--- src/hdl/ext_irq_pkg.sv ---
// Constants, register map and enumerations for the external pin interrupt block.
package ext_irq_pkg;

  // ----------------------------------------------------------------
  // Sizes
  // ----------------------------------------------------------------
  localparam int unsigned PIN_COUNT  = 8;
  localparam int unsigned LOW_COUNT  = 4;
  localparam int unsigned ADDR_W     = 4;
  localparam int unsigned DATA_W     = 8;

  // ----------------------------------------------------------------
  // Register offsets
  // ----------------------------------------------------------------
  localparam logic [3:0] OFS_SENSE_LOW  = 4'h0;
  localparam logic [3:0] OFS_SENSE_HIGH = 4'h1;
  localparam logic [3:0] OFS_MASK       = 4'h2;
  localparam logic [3:0] OFS_FLAG       = 4'h3;
  localparam logic [3:0] OFS_STATUS     = 4'h4;

  // ----------------------------------------------------------------
  // Reset values and field positions
  // ----------------------------------------------------------------
  localparam logic [7:0] SENSE_LOW_RST  = 8'h00;
  localparam logic [7:0] SENSE_HIGH_RST = 8'h00;
  localparam logic [7:0] MASK_RST       = 8'h00;
  localparam logic [7:0] FLAG_RST       = 8'h00;
  localparam logic [7:0] ZERO_BYTE      = 8'h00;
  localparam int unsigned STAT_AWAKE    = 0;
  localparam int unsigned STAT_WAKE_LVL = 1;

  // ----------------------------------------------------------------
  // Sense encodings
  // ----------------------------------------------------------------
  typedef enum logic [1:0] {
    SENSE_LOW_LEVEL = 2'h0,
    SENSE_ANY       = 2'h1,
    SENSE_FALL      = 2'h2,
    SENSE_RISE      = 2'h3
  } sense_t;

  // ----------------------------------------------------------------
  // Timing
  // ----------------------------------------------------------------
  localparam int unsigned CLK_MHZ       = 100;
  localparam int unsigned WDT_PERIOD_US = 1;
  localparam int unsigned WDT_CYCLES    = WDT_PERIOD_US * CLK_MHZ;
  localparam int unsigned STARTUP_CYC_DEFAULT = 64;
  localparam int unsigned WAKE_SAMPLES  = 2;

  // Power-state machine, Gray coded along sleep, sample, startup, awake.
  typedef enum logic [1:0] {
    PS_AWAKE   = 2'h0,
    PS_SLEEP   = 2'h1,
    PS_SAMPLE  = 2'h3,
    PS_STARTUP = 2'h2
  } pwr_state_t;

endpackage

--- src/hdl/external_pin_interrupts.sv ---
// External pin interrupt controller for eight pins with sleep wake-up.
//
// Overview of operation
// Pin activity raises interrupts even when the pin is driven as output.
// Enabled level-sensed pin keeps requesting while the pin stays low.
// Upper-pin edge detection works only while the I/O clock runs.
// Low level on any pin and lower-pin edges need no clock.
// The I/O clock stops in every sleep mode except idle.
// Power-down level wake needs the level on two watchdog samples.
// Level gone before start-up ends: wake, but no level interrupt.
// The source holds a low level until the current instruction ends.
// Lower-pin interrupts need both global enable and the pin mask bit.
// Lower sense codes: low level, reserved, async falling, async rising.
// Lower sense register holds two bits per pin, pin 3 on top.
// Reset selects low-level sensing on all lower pins.
// Compatibility mode hides the lower sense register, keeping reset value.
// Software masks, changes sense, clears flag, then unmasks.
// Writing one to a pending flag clears it.
// Upper sense codes: low level, any change, falling, rising edge.
// Edges set the pending flag; entering the routine clears it.
// Level-sensed pins keep their pending flag cleared.
// Request per pin when condition or flag, mask and global enable hold.
// Reserved lower sense code produces no request.
//
// Design decisions made here: strobed register access and the placing of the registers.
module external_pin_interrupts #(
  parameter int unsigned STARTUP_CYCLES = ext_irq_pkg::STARTUP_CYC_DEFAULT
) (
  // Clock and reset
  input  wire logic       mclk,
  input  wire logic       sys_rst,
  // Register port
  input  wire logic [3:0] reg_addr,
  input  wire logic [7:0] reg_wdata,
  input  wire logic       reg_wr,
  input  wire logic       reg_rd,
  output logic      [7:0] reg_rdata,
  // Pins
  input  wire logic [7:0] ext_irq_pins,
  // Core side
  input  wire logic       global_irq_enable,
  input  wire logic [7:0] irq_ack,
  input  wire logic       compat_mode,
  input  wire logic       sleep_enter,
  input  wire logic       sleep_idle,
  input  wire logic       sleep_power_down,
  output logic      [7:0] irq_req,
  output logic            wake_up,
  output logic            io_clk_run
);

  // ----------------------------------------------------------------
  // Pin sampling
  // ----------------------------------------------------------------
  // The pins are read as inputs regardless of their direction, so a
  // driven output still feeds the detectors.
  logic [7:0] pin_s;
  logic [7:0] pin_prev_q;

  pin_sync #(
    .W (ext_irq_pkg::PIN_COUNT)
  ) u_sync (
    .mclk    (mclk),
    .sys_rst (sys_rst),
    .pin_in  (ext_irq_pins),
    .pin_out (pin_s)
  );

  always_ff @(posedge mclk) begin
    if (sys_rst) begin
      pin_prev_q <= 8'hff;
    end else begin
      pin_prev_q <= pin_s;
    end
  end

  // ----------------------------------------------------------------
  // Registers
  // ----------------------------------------------------------------
  logic [7:0] pin_sense_config_low_q;
  logic [7:0] pin_sense_config_high_q;
  logic [7:0] pin_irq_mask_reg_q;
  logic [7:0] pin_irq_flag_reg_q;
  logic [7:0] pin_irq_flag_reg_d;
  logic [7:0] reg_rdata_q;
  logic       wr_low;

  assign wr_low = reg_wr && (reg_addr == ext_irq_pkg::OFS_SENSE_LOW) && !compat_mode;

  always_ff @(posedge mclk) begin
    if (sys_rst) begin
      pin_sense_config_low_q <= ext_irq_pkg::SENSE_LOW_RST;
    end else if (wr_low) begin
      pin_sense_config_low_q <= reg_wdata;
    end
  end

  always_ff @(posedge mclk) begin
    if (sys_rst) begin
      pin_sense_config_high_q <= ext_irq_pkg::SENSE_HIGH_RST;
    end else if (reg_wr && reg_addr == ext_irq_pkg::OFS_SENSE_HIGH) begin
      pin_sense_config_high_q <= reg_wdata;
    end
  end

  always_ff @(posedge mclk) begin
    if (sys_rst) begin
      pin_irq_mask_reg_q <= ext_irq_pkg::MASK_RST;
    end else if (reg_wr && reg_addr == ext_irq_pkg::OFS_MASK) begin
      pin_irq_mask_reg_q <= reg_wdata;
    end
  end

  // ----------------------------------------------------------------
  // Power state and clock gating
  // ----------------------------------------------------------------
  ext_irq_pkg::pwr_state_t pwr_q;
  logic                    idle_q;
  logic                    pd_q;
  logic [15:0]             startup_cnt_q;
  logic                    samp_run;
  logic                    samp_ok;
  logic                    samp_fail;
  logic                    wake_lvl_q;
  logic                    any_wake;
  logic                    io_clk_on;
  logic                    wake_q;
  logic [7:0]              sync_evt;
  logic                    async_evt;

  assign io_clk_on = (pwr_q == ext_irq_pkg::PS_AWAKE) || idle_q;
  assign samp_run  = (pwr_q == ext_irq_pkg::PS_SAMPLE);

  wake_sampler u_wake (
    .mclk      (mclk),
    .sys_rst   (sys_rst),
    .run       (samp_run),
    .level_low (any_wake),
    .qualified (samp_ok),
    .failed    (samp_fail)
  );

  always_ff @(posedge mclk) begin
    if (sys_rst) begin
      pwr_q         <= ext_irq_pkg::PS_AWAKE;
      idle_q        <= 1'b0;
      pd_q          <= 1'b0;
      startup_cnt_q <= 16'h0000;
      wake_lvl_q    <= 1'b0;
    end else begin
      case (pwr_q)
        ext_irq_pkg::PS_AWAKE: begin
          wake_lvl_q <= 1'b0;
          if (sleep_enter) begin
            pwr_q  <= ext_irq_pkg::PS_SLEEP;
            idle_q <= sleep_idle;
            pd_q   <= sleep_power_down;
          end
        end
        ext_irq_pkg::PS_SLEEP: begin
          if (any_wake && pd_q) begin
            pwr_q <= ext_irq_pkg::PS_SAMPLE;
          end else if (any_wake || async_evt || (idle_q && |sync_evt)) begin
            pwr_q         <= ext_irq_pkg::PS_STARTUP;
            startup_cnt_q <= 16'h0000;
          end
        end
        ext_irq_pkg::PS_SAMPLE: begin
          if (samp_ok) begin
            pwr_q         <= ext_irq_pkg::PS_STARTUP;
            startup_cnt_q <= 16'h0000;
            wake_lvl_q    <= 1'b1;
          end else if (samp_fail) begin
            pwr_q <= ext_irq_pkg::PS_SLEEP;
          end
        end
        ext_irq_pkg::PS_STARTUP: begin
          if (startup_cnt_q == 16'(STARTUP_CYCLES - 1)) begin
            // A level that vanished during start-up still wakes the core.
            pwr_q  <= ext_irq_pkg::PS_AWAKE;
            idle_q <= 1'b0;
            pd_q   <= 1'b0;
          end else begin
            startup_cnt_q <= startup_cnt_q + 16'h0001;
          end
        end
        default: begin
          pwr_q <= ext_irq_pkg::PS_AWAKE;
        end
      endcase
    end
  end

  // ----------------------------------------------------------------
  // Per-pin detection
  // ----------------------------------------------------------------
  logic [7:0] level_hit;
  logic [7:0] edge_hit;
  logic [7:0] is_level;
  logic [7:0] req_d;

  genvar g;
  generate
    for (g = 0; g < 8; g++) begin : g_pin
      logic [1:0] sel;
      logic       fell;
      logic       rose;
      if (g < 4) begin : g_low
        assign sel = pin_sense_config_low_q[2*g+1:2*g];
      end else begin : g_high
        assign sel = pin_sense_config_high_q[2*(g-4)+1:2*(g-4)];
      end
      assign fell        = pin_prev_q[g] && !pin_s[g];
      assign rose        = !pin_prev_q[g] && pin_s[g];
      assign is_level[g] = (sel == ext_irq_pkg::SENSE_LOW_LEVEL);
      assign level_hit[g] = is_level[g] && !pin_s[g];
      if (g < 4) begin : g_async
        // Lower-pin edges are registered without depending on the I/O clock gate.
        assign edge_hit[g] = ((sel == ext_irq_pkg::SENSE_FALL) && fell) ||
                             ((sel == ext_irq_pkg::SENSE_RISE) && rose);
        assign sync_evt[g] = 1'b0;
      end else begin : g_sync
        assign sync_evt[g] = ((sel == ext_irq_pkg::SENSE_ANY) && (fell || rose)) ||
                             ((sel == ext_irq_pkg::SENSE_FALL) && fell) ||
                             ((sel == ext_irq_pkg::SENSE_RISE) && rose);
        assign edge_hit[g] = sync_evt[g] && io_clk_on;
      end
    end
  endgenerate

  assign async_evt = |edge_hit[3:0];
  assign any_wake  = |level_hit;

  // ----------------------------------------------------------------
  // Pending flags
  // ----------------------------------------------------------------
  always_comb begin
    pin_irq_flag_reg_d = pin_irq_flag_reg_q;
    if (reg_wr && reg_addr == ext_irq_pkg::OFS_FLAG) begin
      pin_irq_flag_reg_d = pin_irq_flag_reg_d & ~reg_wdata;
    end
    pin_irq_flag_reg_d = pin_irq_flag_reg_d & ~irq_ack;
    // A new edge wins over a clear in the same cycle.
    pin_irq_flag_reg_d = pin_irq_flag_reg_d | edge_hit;
    pin_irq_flag_reg_d = pin_irq_flag_reg_d & ~is_level;
  end

  always_ff @(posedge mclk) begin
    if (sys_rst) begin
      pin_irq_flag_reg_q <= ext_irq_pkg::FLAG_RST;
    end else begin
      pin_irq_flag_reg_q <= pin_irq_flag_reg_d;
    end
  end

  // ----------------------------------------------------------------
  // Requests
  // ----------------------------------------------------------------
  // The level request only reaches the core when the level survived
  // start-up, which keeps a noise blip from firing a handler.
  always_comb begin
    req_d = (level_hit | pin_irq_flag_reg_q) & pin_irq_mask_reg_q;
    if (!global_irq_enable || pwr_q != ext_irq_pkg::PS_AWAKE) begin
      req_d = ext_irq_pkg::ZERO_BYTE;
    end
  end

  always_ff @(posedge mclk) begin
    if (sys_rst) begin
      irq_req <= ext_irq_pkg::ZERO_BYTE;
      wake_q  <= 1'b0;
    end else begin
      irq_req <= req_d;
      wake_q  <= (pwr_q == ext_irq_pkg::PS_STARTUP) &&
                 (startup_cnt_q == 16'(STARTUP_CYCLES - 1));
    end
  end

  assign wake_up = wake_q;

  always_ff @(posedge mclk) begin
    if (sys_rst) begin
      io_clk_run <= 1'b1;
    end else begin
      io_clk_run <= io_clk_on;
    end
  end

  // ----------------------------------------------------------------
  // Read port
  // ----------------------------------------------------------------
  always_ff @(posedge mclk) begin
    if (sys_rst) begin
      reg_rdata_q <= ext_irq_pkg::ZERO_BYTE;
    end else if (reg_rd) begin
      case (reg_addr)
        ext_irq_pkg::OFS_SENSE_LOW:
          reg_rdata_q <= compat_mode ? ext_irq_pkg::ZERO_BYTE : pin_sense_config_low_q;
        ext_irq_pkg::OFS_SENSE_HIGH: reg_rdata_q <= pin_sense_config_high_q;
        ext_irq_pkg::OFS_MASK:       reg_rdata_q <= pin_irq_mask_reg_q;
        ext_irq_pkg::OFS_FLAG:       reg_rdata_q <= pin_irq_flag_reg_q;
        ext_irq_pkg::OFS_STATUS: begin
          reg_rdata_q <= ext_irq_pkg::ZERO_BYTE;
          reg_rdata_q[ext_irq_pkg::STAT_AWAKE]    <= (pwr_q == ext_irq_pkg::PS_AWAKE);
          reg_rdata_q[ext_irq_pkg::STAT_WAKE_LVL] <= wake_lvl_q;
        end
        default: reg_rdata_q <= ext_irq_pkg::ZERO_BYTE;
      endcase
    end else begin
      reg_rdata_q <= ext_irq_pkg::ZERO_BYTE;
    end
  end

  assign reg_rdata = reg_rdata_q;

endmodule

--- src/hdl/pin_sync.sv ---
// Three-stage synchroniser with agreement filter for the interrupt pins.
module pin_sync #(
  parameter int unsigned W = 8
) (
  // Clock and reset
  input  wire logic         mclk,
  input  wire logic         sys_rst,
  // Pins and filtered result
  input  wire logic [W-1:0] pin_in,
  output logic      [W-1:0] pin_out
);

  logic [W-1:0] s1_q;
  logic [W-1:0] s2_q;
  logic [W-1:0] s3_q;
  logic [W-1:0] out_q;

  always_ff @(posedge mclk) begin
    if (sys_rst) begin
      s1_q  <= '1;
      s2_q  <= '1;
      s3_q  <= '1;
      out_q <= '1;
    end else begin
      s1_q <= pin_in;
      s2_q <= s1_q;
      s3_q <= s2_q;
      // A change counts only once the second and third stage agree.
      for (int i = 0; i < W; i++) begin
        if (s2_q[i] == s3_q[i]) begin
          out_q[i] <= s3_q[i];
        end
      end
    end
  end

  assign pin_out = out_q;

endmodule

--- src/hdl/wake_sampler.sv ---
// Watchdog-tick sampler that qualifies a level wake-up by two samples.
module wake_sampler (
  // Clock and reset
  input  wire logic mclk,
  input  wire logic sys_rst,
  // Control
  input  wire logic run,
  input  wire logic level_low,
  // Result
  output logic      qualified,
  output logic      failed
);

  logic [7:0] tick_cnt_q;
  logic [1:0] hits_q;
  logic       qual_q;
  logic       fail_q;
  logic       tick;

  assign tick = (tick_cnt_q == 8'(ext_irq_pkg::WDT_CYCLES - 1));

  always_ff @(posedge mclk) begin
    if (sys_rst || !run) begin
      tick_cnt_q <= 8'h00;
    end else if (tick) begin
      tick_cnt_q <= 8'h00;
    end else begin
      tick_cnt_q <= tick_cnt_q + 8'h01;
    end
  end

  always_ff @(posedge mclk) begin
    if (sys_rst || !run) begin
      hits_q <= 2'h0;
      qual_q <= 1'b0;
      fail_q <= 1'b0;
    end else if (tick && !qual_q && !fail_q) begin
      if (!level_low) begin
        fail_q <= 1'b1;
      end else if (hits_q == 2'(ext_irq_pkg::WAKE_SAMPLES - 1)) begin
        qual_q <= 1'b1;
      end else begin
        hits_q <= hits_q + 2'h1;
      end
    end
  end

  assign qualified = qual_q;
  assign failed    = fail_q;

endmodule

--- config.mk ---
export PLATFORM = sky130hd
export DESIGN_NAME = external_pin_interrupts
export DESIGN_NICKNAME = d
export VERILOG_FILES = /design/src/hdl/ext_irq_pkg.sv /design/src/hdl/external_pin_interrupts.sv /design/src/hdl/pin_sync.sv /design/src/hdl/wake_sampler.sv
export SDC_FILE = /design/constraint.sdc
export NUM_CORES = 1
export LEC_CHECK = 0
export BUFFER_PORTS_ARGS = -buffer_cell sky130_fd_sc_hd__buf_2
export CAP_MARGIN = 10
export CORE_ASPECT_RATIO = 0.8
export CORE_MARGIN = 4
export CORE_UTILIZATION = 30
export CTS_BUF_LIST = sky130_fd_sc_hd__clkbuf_2
export DETAILED_ROUTE_END_ITERATION = 6
export SYNTH_ARGS = -nofsm -noshare
export SYNTH_HDL_FRONTEND = slang
export SYNTH_SLANG_ARGS = --single-unit
--- constraint.sdc ---
create_clock -name mclk -period 3.1 [get_ports mclk]
set_input_delay 0.465 -clock mclk [delete_from_list [all_inputs] [get_ports mclk]]
set_output_delay 0.465 -clock mclk [all_outputs]
set_load 0.01 [all_outputs]
# --- Word-level counts from Yosys, hierarchy flattened ---
# Index checks and enable logic that the tools add are counted.
totals:
  reg_bits: 123
  input_bits: 37
  out_inout_bits: 18
  elab_cells: 239
op_classes:
  n_addsub: 3
  n_eq_ne: 46
  muxes: 22
  bitwise_logic: 12
  n_reduce_logical: 127
ops:
  columns: ["cell", "count"]
  rows:
  - ["16-bit 2-to-1 mux", 4]
  - ["1-bit logical AND", 58]
  - ["16-bit one-hot mux with 3 select lines", 1]
  - ["8-bit one-hot mux with 5 select lines", 1]
  - ["2-bit == test (second input constant)", 18]
  - ["8-bit bitwise AND", 4]
  - ["8-bit inverter", 3]
  - ["1-bit zero test", 21]
  - ["1-bit logical OR", 21]
  - ["2-bit zero test", 9]
  - ["16-bit by 1-bit adder with 16-bit output (second input constant)", 1]
  - ["16-bit by 6-bit == test with 1-bit output (second input constant)", 1]
  - ["8-bit 2-to-1 mux", 2]
  - ["8-bit bitwise OR", 2]
  - ["2-bit by 1-bit == test with 1-bit output (second input constant)", 6]
  - ["2-bit 2-to-1 mux", 6]
  - ["2-bit inequality test (second input constant)", 5]
  - ["3-bit AND reduction", 3]
  - ["8-bit by 1-bit adder with 8-bit output (second input constant)", 1]
  - ["1-bit == test", 8]
  - ["4-bit by 2-bit == test with 1-bit output (second input constant)", 2]
  - ["8-bit by 7-bit == test with 1-bit output (second input constant)", 1]
  - ["2-bit one-hot mux with 4 select lines", 1]
  - ["4-bit OR reduction", 2]
  - ["16 further kinds", 29]

# --- Depth between registers and ports, before layout ---
depth:
  depth_word: 12
  depth_mapped: 8
  mapped_depth_nobuf: 8

# --- Modules after synthesis ---
# Synthesis repeated with hierarchy kept, for this count alone.
hier_totals:
  hier_cells: 592
  area_unflattened_um2: 5362.6
by_module_without_submodules:
  columns: ["module", "instances", "cells_per_inst", "area_each_um2", "seq_area_each_um2"]
  rows:
  - ["external_pin_interrupts", 1, 449, 3865.0, 1581.5]
  - ["pin_sync", 1, 83, 954.7, 640.6]
  - ["wake_sampler", 1, 60, 543.0, 240.2]

# --- Worst setup path before layout ---
# No wires, ideal clock.
synth_path:
  path_kind: "flip-flop to flip-flop"
  from: "reg startup_cnt_q[0]"
  to: "reg startup_cnt_q[14]"
  setup_ns: 0.074
  arrival_ns: 2.142
  t_required_ns: 3.026
  path_slack_ns: 0.884
  stages_incl_launch_ff: 9
  n_path_buf: 1
  period_less_slack_ns: 2.216
  path_cell_list: "dfxtp_1 > ha_1 > and3_1 > and4_4 > or3_1 > buf_2 > or4_1 > a21boi_0 > a31oi_1"
synth_via:
  elab_chain_cells: 3
  elab_cells_between_ends: 6
  cone_classes: "add/sub (1); eq/ne (2); mux (2); reduce/logical (1)"
synth_lines:
  columns: ["element", "line_no", "text"]
  rows:
  - ["start, declared", "external_pin_interrupts.sv:120", "logic [15:0] startup_cnt_q;"]
  - ["start signal, assigned", "external_pin_interrupts.sv:184", "startup_cnt_q <= startup_cnt_q + 16'h0001;"]
  - ["16-bit by 1-bit adder with 16-bit output or 16-bit by 6-bit == test with 1-bit output (tied branches)", "external_pin_interrupts.sv:184, external_pin_interrupts.sv:178", null]
  - ["16-bit 2-to-1 mux or 2-bit inequality test (tied branches)", null, null]
  - ["16-bit one-hot mux with 3 select lines or 5-bit AND reduction (tied branches)", null, null]
# Several ways; a longest one is shown, not always the timed one. The select of a mux whose other input is x is not followed.
# A chain may end at the register's enable or synchronous reset.

# --- Worst setup path in the final report ---
layout_path:
  from: "reg pin_sense_config_high_q[0]"
  to: "reg startup_cnt_q[1]"
layout_via:
  elab_chain_cells: 9
  elab_cells_between_ends: 19
  cone_classes: "eq/ne (5); reduce/logical (14)"
layout_lines:
  columns: ["element", "line_no", "text"]
  rows:
  - ["start, declared", "external_pin_interrupts.sv:81", "logic [7:0] pin_sense_config_high_q;"]
  - ["start signal, assigned", "external_pin_interrupts.sv:100", "pin_sense_config_high_q <= ext_irq_pkg::SENSE_HIGH_RST;"]
  - ["start signal, assigned", "external_pin_interrupts.sv:102", "pin_sense_config_high_q <= reg_wdata;"]
  - ["2-bit by 1-bit == test with 1-bit output or 2-bit == test (tied branches)", "external_pin_interrupts.sv:223, external_pin_interrupts.sv:224", null]
  - ["1-bit logical AND, on equally long branches", "external_pin_interrupts.sv:223, external_pin_interrupts.sv:224", null]
  - ["1-bit logical OR", "external_pin_interrupts.sv:223", "assign sync_evt[g] = ((sel == ext_irq_pkg::SENSE_ANY) && (fell || rose)) ||"]
  - ["1-bit logical OR", "external_pin_interrupts.sv:224", "((sel == ext_irq_pkg::SENSE_FALL) && fell) ||"]
  - ["4-bit OR reduction", "external_pin_interrupts.sv:163", "end else if (any_wake || async_evt || (idle_q && |sync_evt)) begin"]
  - ["1-bit logical AND", "external_pin_interrupts.sv:163", null]
  - ["1-bit logical OR", "external_pin_interrupts.sv:163", null]
  - ["2-bit inequality test (no source line)", null, null]
  - ["5-bit AND reduction (no source line) *", null, null]
# Every way passes the cells marked *; elsewhere a longest branch is shown, timed or not.

==> results.yml <==
synth:
  synth_area_leader_cell: "dfxtp_1"
  synth_ff_type: "dfxtp_1"
  ys_ff_latch: 123
  postSynthAreaPerCell_um2: 8.98
  syn-instance-count: 588
  synth_nets: 636
  synth.distinct_cells: 56
  synth_top_cells_by_area: "dfxtp_1 (47%), nor2_1 (4.6%), or2_2 (3.6%)"
  synth_top_area_frac: 0.466
  yosysWarnings: 0
  async_flop_share: 0
  syn-cell-area_um2: 5280
  yosysSeqAreaShare: 0.466
  synth-edff-count: 0
detailed_routing:
  initialDrtViolationCount: 440
  vias: 4507
  vias_per_cell: 4.95
  drc: 0
  wl_mm: 13.8
  ant_nets: 0
  wl_per_cell_um: 15.2
  dr.pass1.iters: 5
clock_tree:
  cts.htree.levels: 4
  clkLatencyLatePin_ns: 0.70
  post-cts-setup-buffer-count: 0
  cts-root-buf: "clkbuf_2"
  numClockSinks: 123
  cts_tree: "built"
  hold_buffers: 16
  cts_buffers: 17
  clk_pin_slew_ns: 0.21
  cts_buffer_depth: 2
  cts_resized: 0
setup_path:
  reg2reg_from: "pin_sense_config_high_q[0]$_SDFFE_PP0P_"
  crit_fanout: 10
  critPathTopFamily: "simple AND/OR/NAND/NOR gates"
  reg2reg_slack_ns: 0.47
  critPathMaxStageDelay_ns: 0.58
  path_cells: "nor3_1 -> nor4_1 -> nand2_1 -> a211o_1 -> nor2_2 -> a41o_1"
  critical_path_depth: 6
  critPathRequiredTime_ns: 3.73
  worstSetupEndpointType: "register"
  crit_end: "startup_cnt_q[1]$_SDFFE_PP0P_"
  worst-path-buf-inv: 0
  r2r-end: "startup_cnt_q[1]$_SDFFE_PP0P_"
  crit_path_start_kind: "register"
  slowest_stage: "nor4_1"
  cp.arrival_ns: 3.25
  cp-startpoint: "pin_sense_config_high_q[0]$_SDFFE_PP0P_"
  r2r_cells: 6
  critPathKind: "reg2reg"
grt:
  grt_pass1_vias: 4166
  grt_max_degree: 71
  grt_use_total: 0.141
  grt_overflow: 0
  antenna_found_initial: 1
  grt_first_pass_wirelength_mm: 22.2
finish:
  fin_nets: 720
  layout-drive-gt1-share: 0.207
  syn_to_final_growth_pct: 19.5
  fillers: 1804
  finish.utilization: 0.364
power:
  peakVddDrop_mv: 0.206
  leakagePower_uw: 0.00260
  power_density_nw_per_um2: 454
sta:
  finalSetupTns_ns: 0
  max_clock_freq_mhz: 381
  hold_violations: 0
  relSlewSlack: 0.520
  period_share: 0.847
  rsz0062_at_grt: "false"
  period_minus_slack_ns: 2.63
  finClkSkew_ns: 0.0352
  slew_violations: 0
  worst_slew_pin_slew_ns: 0.721
  setup_viol: 0
floorplan:
  ios: 55
  die-area_um2: 19800
  dieHeight_um: 127
  dieWidth_um: 156
  start_util: 0.305
  placementRows: 43
  design.core.area_um2: 17300
worst_hold_path:
  hold_class: "in2reg"
placed_design:
  globalplace.congestion: 0.862
  dpl.hpwl_mm: 9.50
  portBuffers: 54
outcome:
  status: "finished, final reports clean"
flow_run:
  maxCapViolations: 0
[final cells by class]
class	instances	area (um^2)	share of cell area
antenna	1	2.50	0.000396
clock buffer	17	85.1	0.0135
clock inverter	15	148	0.0234
inverter	15	56.3	0.00892
multi-input combinational	423	2660	0.421
sequential	123	2460	0.390
tap	225	282	0.0446
timing repair buffer	92	621	0.0983
[cells by family (layout without fill, tap and decap cells)]
kind of cell / after synthesis / count (layout) / synth area share
flops: 123 / 123 / 0.466
simple gates: 251 / 251 / 0.249
buf+inv: 42 / 139 / 0.0308
compound gates: 128 / 128 / 0.165
xor+xnor: 7 / 7 / 0.0116
other cells: 0 / 1 / 0
mux: 26 / 26 / 0.0514
fa+ha+maj: 11 / 11 / 0.0261
[routing by layer]
metal  part of all wire  vias to the layer above  GRT usage
li1                   -                     2264          -
met1               0.51                     2070      0.211
met2               0.41                      160      0.194
met3              0.068                       13     0.0443
met4              0.013                        0     0.0378
met5                  0                        -          0
[cell usage in the layout (no fill, tap or decap), types with 3 or more instances in the layout]
| cell | n |
|---|---|
| buf_2 | 54 |
| nand4_1 | 4 |
| a211oi_1 | 7 |
| nor2_1 | 65 |
| o211a_1 | 9 |
| mux2i_1 | 17 |
| buf_4 | 12 |
| xor2_1 | 3 |
| clkinvlp_4 | 7 |
| mux2_2 | 9 |
| dlygate4sd3_1 | 26 |
| inv_1 | 15 |
| nand3_1 | 31 |
| a31oi_1 | 12 |
| a22o_1 | 6 |
| nand3b_1 | 5 |
| nor2b_1 | 3 |
| nand2_1 | 42 |
| nor4_1 | 7 |
| a21oi_1 | 36 |
| ha_1 | 11 |
| and3b_1 | 11 |
| or2_2 | 30 |
| dfxtp_1 | 123 |
| a22oi_1 | 10 |
| nor3_1 | 13 |
| nand2b_1 | 16 |
| o311ai_0 | 6 |
| xnor2_1 | 4 |
| o21ai_0 | 26 |
| and3_1 | 6 |
| nor3b_1 | 4 |
| clkbuf_2 | 17 |
| or3_1 | 4 |
[where the power goes]
group	internal, uW	switching, uW
sequential	1610	23.2
combinational	97.6	143
clock	362	635
total	2070	801
[flip-flops by register name (all words and copies together) (netlist names)]
name	flops
pin_sense_config_low_q	8
pin_prev_q	8
u_wake.failed	1
u_sync.s1_q	8
u_wake.hits_q	2
u_sync.pin_out	8
pwr_q	2
u_sync.s3_q	8
pin_irq_mask_reg_q	8
pin_irq_flag_reg_q	8
wake_lvl_q	1
irq_req	8
u_wake.qualified	1
io_clk_run	1
reg_rdata	8
u_sync.s2_q	8
u_wake.tick_cnt_q	8
pd_q	1
startup_cnt_q	16
idle_q	1
pin_sense_config_high_q	8
wake_up	1
[metrics by stage]
step	std cells	setup slack (ns)	hold WS [ns]	total power [uW]	instance area, um^2
2_1_floorplan	588	0.884	0.389	1790	5280
3_3_place_gp	852	0.599	0.393	1870	5820
3_5_place_dp	852	0.565	0.395	1880	5820
4_1_cts	900	0.531	0.00264	2890	6210
5_1_grt	911	0.366	0.0716	3020	6310
6_report	911	0.473	0.135	2870	6310
[how the worst min path moves through the flow]
| stage | to | slack, ns | startpoint | cells after the start |
|---|---|---|---|---|
| global placement | u_sync.s2_q[0]$_SDFF_PP1_ | 0.39 | u_sync.s1_q[0]$_SDFF_PP1_ | 1 |
| floorplan | u_sync.s2_q[0]$_SDFF_PP1_ | 0.39 | u_sync.s1_q[0]$_SDFF_PP1_ | 1 |
| global route | pin_sense_config_low_q[7]$_SDFFE_PP0P_ | 0.07 | reg_wr | 3 |
| detailed placement | u_sync.s2_q[0]$_SDFF_PP1_ | 0.40 | u_sync.s1_q[0]$_SDFF_PP1_ | 1 |
| CTS | idle_q$_SDFFE_PP0P_ | 0.003 | sleep_idle | 3 |
| finish | pin_sense_config_low_q[0]$_SDFFE_PP0P_ | 0.13 | reg_wr | 3 |
[worst min-delay path: stages]
cell	delay (ns)
buf_2	0.18
nand3_1	0.11
a21oi_1	0.06
[Yosys cell counts, types with 12 or more instances]
cell / number
a21oi_1: 36
a31oi_1: 12
clkbuf_1: 21
dfxtp_1: 123
inv_1: 15
mux2i_1: 17
nand2_1: 42
nand2b_1: 16
nand3_1: 31
nor2_1: 65
nor3_1: 13
o21ai_0: 26
or2_2: 30
No activity file was read; power rests on OpenSTA's default activity.
